[config.mk]
export PLATFORM = sky130hd
export DESIGN_NAME = pcsr_top
export DESIGN_NICKNAME = d
export VERILOG_FILES = /design/src/inc/pcsr_pkg.sv /design/src/logic/pcsr_mod.sv /design/src/logic/pcsr_top.sv
export SDC_FILE = /design/constraint.sdc
export NUM_CORES = 2
export LEC_CHECK = 0
export ABC_AREA = 1
export BUFFER_PORTS_ARGS = -buffer_cell sky130_fd_sc_hd__buf_2
export CORE_MARGIN = 4
export CORE_UTILIZATION = 30
export DETAILED_ROUTE_END_ITERATION = 10
export GPL_TIMING_DRIVEN = 0
export HOLD_SLACK_MARGIN = 0.05
export PLACE_DENSITY = 0.54
export SETUP_SLACK_MARGIN = 0.3
export SLEW_MARGIN = 20
export SYNTH_ARGS = -nofsm -noshare
export SYNTH_HDL_FRONTEND = slang
export SYNTH_HIERARCHICAL = 1
export SYNTH_SLANG_ARGS = --single-unit
[constraint.sdc]
create_clock -name clk_in -period 6.1 [get_ports clk_in]
set_input_delay 0.61 -clock clk_in [delete_from_list [all_inputs] [get_ports clk_in]]
set_output_delay 0.61 -clock clk_in [all_outputs]
set_load 0.02 [all_outputs]
[src/inc/pcsr_pkg.sv]
// Constants and helpers shared by the modulator chain and its router
package pcsr_pkg;
   localparam int N_MOD       = 4;
   localparam int REG_W       = 16;
   localparam int CNT_W       = 12;
   localparam int FINE_SHIFT  = 4;
   localparam int SEL_W       = 2;
   localparam int MUX_W       = 4;

   // Control word fields
   localparam int CTL_RUN     = 0;
   localparam int CTL_FOLLOW  = 1;
   localparam int CTL_MUXA    = 4;
   localparam int CTL_MUXB    = 8;

   // Output routing codes
   localparam logic [MUX_W-1:0] MUX_OWN  = 4'h0;
   localparam logic [MUX_W-1:0] MUX_EDGE = 4'h1;
   localparam logic [MUX_W-1:0] MUX_M1C  = 4'h7;
   localparam logic [MUX_W-1:0] MUX_M2C  = 4'h8;

   // Master select codes
   localparam logic [SEL_W-1:0] SEL_M0   = 2'h0;
   localparam logic [SEL_W-1:0] SEL_M1   = 2'h1;
   localparam logic [SEL_W-1:0] SEL_M2   = 2'h2;

   // Address map: bit 7 global, bits 6:5 modulator, bits 4:2 register
   localparam int ADR_W       = 8;
   localparam int ADR_GLOBAL  = 7;
   localparam int ADR_MOD_LSB = 5;
   localparam int ADR_REG_LSB = 2;
   localparam logic [2:0] R_CTRL     = 3'h0;
   localparam logic [2:0] R_PERIOD   = 3'h1;
   localparam logic [2:0] R_A_END    = 3'h2;
   localparam logic [2:0] R_B_BEGIN  = 3'h3;
   localparam logic [2:0] R_B_END    = 3'h4;
   localparam logic [2:0] R_BLK_BEG  = 3'h5;
   localparam logic [2:0] R_BLK_END  = 3'h6;
   localparam logic [2:0] R_TRIG     = 3'h7;
   localparam logic [2:0] G_ROUTING  = 3'h0;
   localparam logic [2:0] G_STATUS   = 3'h1;

   // Reset values
   localparam logic [REG_W-1:0] CTRL_RST   = 16'h0000;
   localparam logic [REG_W-1:0] PERIOD_RST = 16'h0400;
   localparam logic [REG_W-1:0] TIME_RST   = 16'h0000;
   localparam logic [5:0]       ROUTE_RST  = 6'h24;

   localparam logic [CNT_W-1:0] CNT_ONE    = 12'h001;

   // Fine steps to whole clock cycles
   function automatic logic [CNT_W-1:0] to_cyc(input logic [REG_W-1:0] v);
      return v[REG_W-1:FINE_SHIFT];
   endfunction
endpackage

[src/logic/pcsr_mod.sv]
// One modulator: period counter, A/B/C waveforms, fault qualification
`timescale 1ns/1ps
module pcsr_mod
   import pcsr_pkg::*;
(
   input  wire logic             clk_in,
   input  wire logic             reset_in,
   input  wire logic             ce_in,
   input  wire logic             enable_in,
   input  wire logic             follow_in,
   input  wire logic             sync_in,
   input  wire logic [REG_W-1:0] period_in,
   input  wire logic [REG_W-1:0] a_end_in,
   input  wire logic [REG_W-1:0] b_begin_in,
   input  wire logic [REG_W-1:0] b_end_in,
   input  wire logic [REG_W-1:0] c_begin_in,
   input  wire logic [REG_W-1:0] c_end_in,
   input  wire logic [REG_W-1:0] trig_in,
   input  wire logic             fault_pin_in,
   output logic                  a_out,
   output logic                  b_out,
   output logic                  c_out,
   output logic                  sync_out,
   output logic                  fault_out
);
   typedef struct packed {
      logic             fault_meta;
      logic             fault_sync;
      logic [CNT_W-1:0] count;
      logic             a;
      logic             b;
      logic             c;
      logic             sync;
   } pcsr_mod_st_t;

   pcsr_mod_st_t s;
   pcsr_mod_st_t next_s;
   logic [CNT_W-1:0] per_c;
   logic [CNT_W-1:0] trig_c;
   logic [CNT_W-1:0] cb;
   logic [CNT_W-1:0] ce;

   always_comb begin
      next_s = s;
      per_c  = to_cyc(period_in);
      // Zero trigger means the half-period point
      trig_c = (trig_in == TIME_RST) ? (per_c >> 1) : to_cyc(trig_in);
      cb     = to_cyc(c_begin_in);
      ce     = to_cyc(c_end_in);
      next_s.fault_meta = fault_pin_in;
      next_s.fault_sync = s.fault_meta;
      if (!enable_in) begin
         next_s.count = '0;
         next_s.a     = 1'b0;
         next_s.b     = 1'b0;
         next_s.c     = 1'b0;
         next_s.sync  = 1'b0;
      end else begin
         if ((follow_in && sync_in) || (s.count >= per_c - CNT_ONE)) begin
            next_s.count = '0;
         end else begin
            next_s.count = s.count + CNT_ONE;
         end
         next_s.a = (s.count < to_cyc(a_end_in)) && !s.fault_sync;
         next_s.b = (s.count >= to_cyc(b_begin_in)) && (s.count < to_cyc(b_end_in))
                    && !s.fault_sync;
         // Third channel timed by blanking window begin and end, then fault gated
         next_s.c = (s.count >= cb) && (s.count < ce) && !s.fault_sync;
         next_s.sync = (s.count == trig_c);
      end
   end

   always_ff @(posedge clk_in) begin
      if (reset_in) begin
         s <= '0;
      end else if (ce_in) begin
         s <= next_s;
      end
   end

   assign a_out     = s.a;
   assign b_out     = s.b;
   assign c_out     = s.c;
   assign sync_out  = s.sync;
   assign fault_out = s.fault_sync;
endmodule

[src/logic/pcsr_top.sv]
// Four-modulator phase-shifted chain with output routing and register slave
//
// Behaviour
// - With zero triggers, modulators one to three each restart two cycles after their master's half-period point.
// - A chain select of 0, 1 or 2 picks modulator zero, one or two as master.
// - Identically programmed chained modulators give identical pairs shifted by the master's trigger point plus two cycles.
// - The third channel is routed only after the modulator's fault gating.
// - Modulator three's A pin takes modulator one's third channel at code 7, B pin modulator two's at 8.
// - The third channel edges come from the blanking window begin and end values.
// - Gate waveforms are formed by the routing multiplexer together with the edge generator.
//
// Added by the designer: the Avalon-MM register port and the register offsets.
`timescale 1ns/1ps
module pcsr_top
   import pcsr_pkg::*;
(
   input  wire logic             clk_in,
   input  wire logic             reset_in,
   input  wire logic             ce_in,
   input  wire logic [ADR_W-1:0] avs_address_in,
   input  wire logic             avs_read_in,
   input  wire logic             avs_write_in,
   input  wire logic [31:0]      avs_writedata_in,
   input  wire logic [3:0]       avs_byteenable_in,
   output logic      [31:0]      avs_readdata_out,
   output logic                  avs_waitrequest_out,
   input  wire logic [N_MOD-1:0] fault_in,
   output logic      [N_MOD-1:0] pwm_a_out,
   output logic      [N_MOD-1:0] pwm_b_out
);
   typedef struct packed {
      logic [N_MOD-1:0][REG_W-1:0] ctrl;
      logic [N_MOD-1:0][REG_W-1:0] period;
      logic [N_MOD-1:0][REG_W-1:0] a_end;
      logic [N_MOD-1:0][REG_W-1:0] b_begin;
      logic [N_MOD-1:0][REG_W-1:0] b_end;
      logic [N_MOD-1:0][REG_W-1:0] blk_beg;
      logic [N_MOD-1:0][REG_W-1:0] blk_end;
      logic [N_MOD-1:0][REG_W-1:0] trig;
      logic [5:0]                  sync_route;
      logic                        ack;
      logic [31:0]                 rdata;
      logic [N_MOD-1:0]            eg_a;
      logic [N_MOD-1:0]            eg_b;
      logic [N_MOD-1:0]            prev_a;
      logic [N_MOD-1:0]            prev_b;
      logic [N_MOD-1:0]            pin_a;
      logic [N_MOD-1:0]            pin_b;
   } pcsr_top_st_t;

   pcsr_top_st_t s;
   pcsr_top_st_t next_s;

   logic [N_MOD-1:0] a_q;
   logic [N_MOD-1:0] b_q;
   logic [N_MOD-1:0] c_q;
   logic [N_MOD-1:0] sync_p;
   logic [N_MOD-1:0] fault_s;
   logic [N_MOD-1:0] msync;
   logic [N_MOD-1:0] follow;

   // Master pulse picked by index
   function automatic logic sel_pulse(input logic [SEL_W-1:0] sel,
                                      input logic [N_MOD-1:0] p);
      logic r;
      r = 1'b0;
      case (sel)
         SEL_M0:  r = p[0];
         SEL_M1:  r = p[1];
         SEL_M2:  r = p[2];
         default: r = 1'b0;
      endcase
      return r;
   endfunction

   // Byte-lane merge of a 16-bit register
   function automatic logic [REG_W-1:0] merge(input logic [REG_W-1:0] old,
                                              input logic [31:0]      wd,
                                              input logic [3:0]       be);
      logic [REG_W-1:0] r;
      r       = old;
      if (be[0]) begin
         r[7:0] = wd[7:0];
      end
      if (be[1]) begin
         r[15:8] = wd[15:8];
      end
      return r;
   endfunction

   // Pin source per routing code
   function automatic logic route(input logic [MUX_W-1:0] code,
                                  input logic             own,
                                  input logic             edge_v,
                                  input logic             m1c,
                                  input logic             m2c);
      logic r;
      r = own;
      case (code)
         MUX_OWN:  r = own;
         MUX_EDGE: r = edge_v;
         MUX_M1C:  r = m1c;
         MUX_M2C:  r = m2c;
         default:  r = own;
      endcase
      return r;
   endfunction

   // Modulator zero has no master
   assign msync[0]  = 1'b0;
   assign follow[0] = 1'b0;

   for (genvar k = 1; k < N_MOD; k++) begin : g_chain
      assign msync[k]  = sel_pulse(s.sync_route[SEL_W*(k-1) +: SEL_W], sync_p);
      assign follow[k] = s.ctrl[k][CTL_FOLLOW];
   end

   // Same core for every modulator keeps matched pairs identical
   for (genvar i = 0; i < N_MOD; i++) begin : g_mod
      pcsr_mod pcsr_mod_i (
         .clk_in       (clk_in),
         .reset_in     (reset_in),
         .ce_in        (ce_in),
         .enable_in    (s.ctrl[i][CTL_RUN]),
         .follow_in    (follow[i]),
         .sync_in      (msync[i]),
         .period_in    (s.period[i]),
         .a_end_in     (s.a_end[i]),
         .b_begin_in   (s.b_begin[i]),
         .b_end_in     (s.b_end[i]),
         .c_begin_in   (s.blk_beg[i]),
         .c_end_in     (s.blk_end[i]),
         .trig_in      (s.trig[i]),
         .fault_pin_in (fault_in[i]),
         .a_out        (a_q[i]),
         .b_out        (b_q[i]),
         .c_out        (c_q[i]),
         .sync_out     (sync_p[i]),
         .fault_out    (fault_s[i])
      );
   end

   always_comb begin
      logic [SEL_W-1:0] mi;
      logic [2:0]       ri;
      logic             req;
      logic [REG_W-1:0] rv;
      int               n;
      mi     = avs_address_in[ADR_MOD_LSB +: SEL_W];
      ri     = avs_address_in[ADR_REG_LSB +: 3];
      req    = avs_read_in | avs_write_in;
      rv     = '0;
      n      = 0;
      next_s = s;

      // One wait cycle per access, then acknowledge
      next_s.ack = req & ~s.ack;

      if (avs_address_in[ADR_GLOBAL]) begin
         case (ri)
            G_ROUTING: rv = {10'h000, s.sync_route};
            G_STATUS:  rv = {4'h0, fault_s, s.pin_b, s.pin_a};
            default:   rv = '0;
         endcase
      end else begin
         case (ri)
            R_CTRL:    rv = s.ctrl[mi];
            R_PERIOD:  rv = s.period[mi];
            R_A_END:   rv = s.a_end[mi];
            R_B_BEGIN: rv = s.b_begin[mi];
            R_B_END:   rv = s.b_end[mi];
            R_BLK_BEG: rv = s.blk_beg[mi];
            R_BLK_END: rv = s.blk_end[mi];
            R_TRIG:    rv = s.trig[mi];
            default:   rv = '0;
         endcase
      end

      // Latched during the wait cycle so data stand at the release edge
      if (req && !s.ack) begin
         next_s.rdata = {16'h0000, rv};
      end

      if (avs_write_in && s.ack) begin
         if (avs_address_in[ADR_GLOBAL]) begin
            if (ri == G_ROUTING && avs_byteenable_in[0]) begin
               next_s.sync_route = avs_writedata_in[5:0];
            end
         end else begin
            case (ri)
               R_CTRL:    next_s.ctrl[mi]    = merge(s.ctrl[mi],
                                                     avs_writedata_in, avs_byteenable_in);
               R_PERIOD:  next_s.period[mi]  = merge(s.period[mi],
                                                     avs_writedata_in, avs_byteenable_in);
               R_A_END:   next_s.a_end[mi]   = merge(s.a_end[mi],
                                                     avs_writedata_in, avs_byteenable_in);
               R_B_BEGIN: next_s.b_begin[mi] = merge(s.b_begin[mi],
                                                     avs_writedata_in, avs_byteenable_in);
               R_B_END:   next_s.b_end[mi]   = merge(s.b_end[mi],
                                                     avs_writedata_in, avs_byteenable_in);
               R_BLK_BEG: next_s.blk_beg[mi] = merge(s.blk_beg[mi],
                                                     avs_writedata_in, avs_byteenable_in);
               R_BLK_END: next_s.blk_end[mi] = merge(s.blk_end[mi],
                                                     avs_writedata_in, avs_byteenable_in);
               R_TRIG:    next_s.trig[mi]    = merge(s.trig[mi],
                                                     avs_writedata_in, avs_byteenable_in);
               default:   next_s.ctrl[mi]    = s.ctrl[mi];
            endcase
         end
      end

      // Edge generator: own B rise / next A fall, next B rise / own A fall
      for (int i = 0; i < N_MOD; i++) begin
         n = (i + 1) % N_MOD;
         if (b_q[i] && !s.prev_b[i]) begin
            next_s.eg_a[i] = 1'b1;
         end else if (!a_q[n] && s.prev_a[n]) begin
            next_s.eg_a[i] = 1'b0;
         end
         if (b_q[n] && !s.prev_b[n]) begin
            next_s.eg_b[i] = 1'b1;
         end else if (!a_q[i] && s.prev_a[i]) begin
            next_s.eg_b[i] = 1'b0;
         end
         // Only fault-gated third channels reach the router
         next_s.pin_a[i] = route(s.ctrl[i][CTL_MUXA +: MUX_W], a_q[i], s.eg_a[i],
                                 c_q[1], c_q[2]);
         next_s.pin_b[i] = route(s.ctrl[i][CTL_MUXB +: MUX_W], b_q[i], s.eg_b[i],
                                 c_q[1], c_q[2]);
      end
      next_s.prev_a = a_q;
      next_s.prev_b = b_q;
   end

   always_ff @(posedge clk_in) begin
      if (reset_in) begin
         s            <= '0;
         s.ctrl       <= {N_MOD{CTRL_RST}};
         s.period     <= {N_MOD{PERIOD_RST}};
         s.a_end      <= {N_MOD{TIME_RST}};
         s.b_begin    <= {N_MOD{TIME_RST}};
         s.b_end      <= {N_MOD{TIME_RST}};
         s.blk_beg    <= {N_MOD{TIME_RST}};
         s.blk_end    <= {N_MOD{TIME_RST}};
         s.trig       <= {N_MOD{TIME_RST}};
         s.sync_route <= ROUTE_RST;
      end else if (ce_in) begin
         s <= next_s;
      end
   end

   // Waitrequest is combinational; a frozen edge cannot take a write, so hold it off
   assign avs_waitrequest_out = (avs_read_in | avs_write_in) & ~(s.ack & ce_in);
   assign avs_readdata_out    = s.rdata;
   assign pwm_a_out           = s.pin_a;
   assign pwm_b_out           = s.pin_b;
endmodule

# --- After elaboration in Yosys (flattened, before gate mapping) ---
# Index checks and enable logic that the tools add are counted.
op_classes:
  n_addsub: 8
  order_cmp: 26
  n_bitwise: 7
  n_eq_ne: 41
  n_mux: 128
  reduce_logical: 85
op_table:
  columns: ["operator", "count"]
  rows:
  - ["64-bit bitwise mux", 8]
  - ["8-bit two-way mux", 64]
  - ["16-bit binary-select mux with 2-bit select", 8]
  - ["16-bit two-way mux", 14]
  - ["12-bit >= comparator", 12]
  - ["12-bit < comparator", 12]
  - ["16-bit case mux with 8 select lines", 1]
  - ["12-bit two-way mux", 8]
  - ["16-bit logical NOT", 4]
  - ["12-bit by 1-bit adder with 12-bit output, second input constant", 4]
  - ["12-bit == test", 4]
  - ["12-bit by 1-bit subtractor with 12-bit output, second input constant", 4]
  - ["4-bit AND reduction", 9]
  - ["1-bit logical AND", 35]
  - ["1-bit case mux with 3 select lines", 11]
  - ["16-bit demux with 2-bit select", 1]
  - ["4-bit by 1-bit == test with 1-bit output, second input constant", 8]
  - ["4-bit by 3-bit == test with 1-bit output, second input constant", 8]
  - ["4-bit == test, second input constant", 8]
  - ["12-bit case mux with 2 select lines", 1]
  - ["2-bit AND reduction", 9]
  - ["2-bit nonzero test", 8]
  - ["1-bit logical NOT", 13]
  - ["3-bit == test, second input constant", 4]
  - ["13 further kinds", 37]
totals:
  reg_bits: 628
  word_cells: 367
  output_inout_bits: 41
  input_bits: 53

# --- Depth between registers and ports, before layout ---
logic_depth:
  word_depth: 7
  ltp_mapped: 18
  ltp_nobuf: 17

# --- By module ---
# Netlist, hierarchy kept.
modules_own_cells:
  columns: ["mod", "cells_each", "seq_area_each_um2", "n_inst", "area_per_inst_um2"]
  rows:
  - ["pcsr_top", 4808, 11190.7, 1, 29353.2]
  - ["pcsr_mod (g_mod[2].pcsr_mod_i ...)", 515, 360.3, 2, 3253.1]
  - ["pcsr_mod (g_mod[0].pcsr_mod_i)", 517, 360.3, 1, 3259.4]
  - ["pcsr_mod (g_mod[1].pcsr_mod_i)", 515, 360.3, 1, 3254.4]

# --- Least setup slack after synthesis ---
# OpenSTA, ideal clock, no wires.
synth_timing:
  path_kind: "reg2reg"
  from: "reg, netlist name s[469]"
  to: "reg g_mod[1].pcsr_mod_i/s[13] (netlist name)"
  path_stages_with_launch: 18
  n_path_buf: 1
  arrival_ps: 2461
  setup_slack_ps: 3568
  setup_ps: 70
  required_ps: 6030
  cell_sequence: "dfxtp_1 -> nor2_1 -> nand2_1 -> nor2_1 -> nand2_1 -> nor3_2 -> nand3_1 -> nor3_2 -> xor2_1 -> inv_1 -> ha_1 -> a21oi_1 -> o21a_1 -> nand2_1 -> nor3b_2 -> buf_2 -> nand4_1 -> a21oi_1"
synth_lines:
  columns: ["element", "line_no", "source"]
  rows:
  - ["to (signal assigned)", "pcsr_mod.sv:77", "s <= next_s;"]
  - ["to (decl)", "pcsr_mod.sv:36", "pcsr_mod_st_t s;"]

==> impl_metrics.toml <==
[status]
status = "complete, no violations"

[die]
io_pins = 94
start_util_pct = 30.31
rows = 134
dieHeight_um = 376.2
core-area_um2 = 134100
die-area_um2 = 141500
die_x_um = 376.2

[critical_path]
crit_type = "in2reg"
end_kind = "register"
r2r_slack_ps = 2900
start_kind = "input pin"
arrival_ps = 4150
worstPathRequired_ps = 6680
r2r_start = "s[499]$_SDFFE_PP0P_"
r2r_end = "g_mod[3].pcsr_mod_i/s[14]$_SDFFE_PP0P_"
path_max_fanout = 16
reg2reg_depth = 17

[global_route]
grt_pass1_wl_mm = 275.6
grt_overflow = 0
grt_pass1_vias = 39246
grt.total_usage_pct = 26.78
antenna_found_initial = 11
grt_max_degree = 17

[timing]
setup_violations = 0
slew_headroom_pct = 13.59
hold_violations = 0
period_minus_slack_ps = 3564
fmax_ghz = 0.2806
whs_ps = 204.4
fin_skew_ps = 52.61
setup_tns_ps = 0
worst_pin_slew_ps = 1296
fin_crit_sh_pct = 58.43
maxSlewViolCount = 0
rsz0062_at_grt = "false"

[drt]
vias = 43669
antenna_violating_nets_post_route = 0
postRouteWirelength_mm = 197.1
post_drt_via_cell_ratio = 5.090
route.detailed.drc = 0
firstDrtPassIters = 6
drt_iter0_drc = 5129
wire_per_inst_um = 22.98

[min_path]
worst_hold_path.endpoint = "s[59]$_SDFFE_PP1P_"
hold_depth = 3
holdCritStartpoint = "avs_writedata_in[2]"
hold_path.class = "in2reg"

[layout]
final_common_cell = "nand2_1"
multi_input_area_um2 = 21430
nFillCells = 15000
area_growth_pct = 13.15
drive_above_1_share_pct = 5.774
final_cell_mix = "nand2_1 (1965), inv_1 (1336), a21oi_1 (643), dfxtp_1 (620), o21ai_0 (474)"
seqCellArea_um2 = 12580
layout.nets = 7034

[clock_tree]
clockRootBuffer = "clkbuf_16"
clkTransAtPathRegs_ps = 60
cts_num_sinks = 628
postCtsResizedCells = 0
insertion_delay_ps = 690
postCtsHoldBufs = 0
htreeDepth = 3
clk_path_buf_depth = 3
cts_buffers = 80
cts_tree = "built"
cts_setup_buffers = 0

[place]
place_congestion = 1.044
dp_hpwl_mm = 151.2
portBuffers = 51

[power]
internal_power_uw = 7196
ir_drop_mv = 0.2041
pwr-share-seq_pct = 41.9
power.leakage_uw = 0.02353
p_sw_share_pct = 27.04
pwr-share-clk_pct = 51.3
power_frac_comb_pct = 6.8
power_density_nw_per_um2 = 214.4
p_sw_uw = 2668

[yosys]
yosysWarnings = 6
avgSynthCellArea_um2 = 6.168
syn_inst = 6592
syn_area_um2 = 40660

[flow_run]
max-cap-violations = 0
## worst max path at each step
stage	start	endpoint	slack [ps]
2_1_floorplan	s[469]$_SDFFE_PP0P_	g_mod[1].pcsr_mod_i/s[13]$_SDFFE_PP0P_	3570
3_3_place_gp	ce_in	s[323]$_SDFFE_PP0P_	1990
3_5_place_dp	ce_in	s[510]$_SDFFE_PP0P_	2000
4_1_cts	ce_in	s[323]$_SDFFE_PP0P_	2700
5_1_grt	ce_in	s[319]$_SDFFE_PP0P_	2460
6_report	ce_in	s[510]$_SDFFE_PP0P_	2540
## power groups by stage
stage	registers, µW	clock network (µW)	logic (µW)
after floorplan	4210	0	306
after global placement	4220	0	640
after detailed placement	4220	0	640
after CTS	4130	5100	641
after global routing	4130	5260	677
final	4130	5060	667
## worst max-delay path: stages
cell and delay [ps]:
buf_2 720, inv_1 240, nor2_1 140, nand3_1 570
nor2_1 740, nand2_1 170, inv_1 170, buf_2 300
nand3_1 180, o211ai_1 160, inv_1 50
## metrics by stage
step | cells | util, % | setup slack, ps | area [µm²] | power [µW]
final | 8579 | 34.30 | 2536 | 46010 | 9864
after global placement | 8428 | 32.20 | 1991 | 43190 | 4862
after global routing | 8574 | 34.29 | 2463 | 46000 | 10070
after CTS | 8574 | 34.29 | 2696 | 45990 | 9874
after floorplan | 6609 | - | 3568 | 40720 | 4520
after detailed placement | 8429 | 32.24 | 1998 | 43240 | 4862
## per-layer routing
metal  up-vias  global-route usage [%]  share of wire [%]
li1      20804                       -                  -
met2      2219                   40.25                 41
met1     20120                   34.51                 41
met5         -                       0              0.029
met4        10                   16.53                7.2
met3       516                   6.477                 10
## registers in the layout (all words and copies together), names as in the netlist
| name | flops |
|---|---|
| pwm_a_out | 4 |
| g_mod.pcsr_mod_i/next_s | 4 |
| g_mod.pcsr_mod_i/s | 48 |
| follow | 3 |
| pwm_b_out | 4 |
| g_mod.pcsr_mod_i/c_out | 2 |
| g_mod.pcsr_mod_i/a_out | 4 |
| s | 532 |
| avs_readdata_out | 16 |
| g_mod.pcsr_mod_i/b_out | 4 |
| g_mod.pcsr_mod_i/fault_out | 4 |
| g_mod.pcsr_mod_i/sync_out | 3 |
## layout make-up
cell class	count	area share, %
tap	1768	4.808
buffer	352	3.560
clock buffer	111	4.974
multi-input combinational	4272	46.59
antenna	5	0.02720
sequential	628	27.35
inverter	1357	11.07
timing repair buffer	52	0.6146
clock inverter	34	1.012
Power figures use the tool's default switching activity.
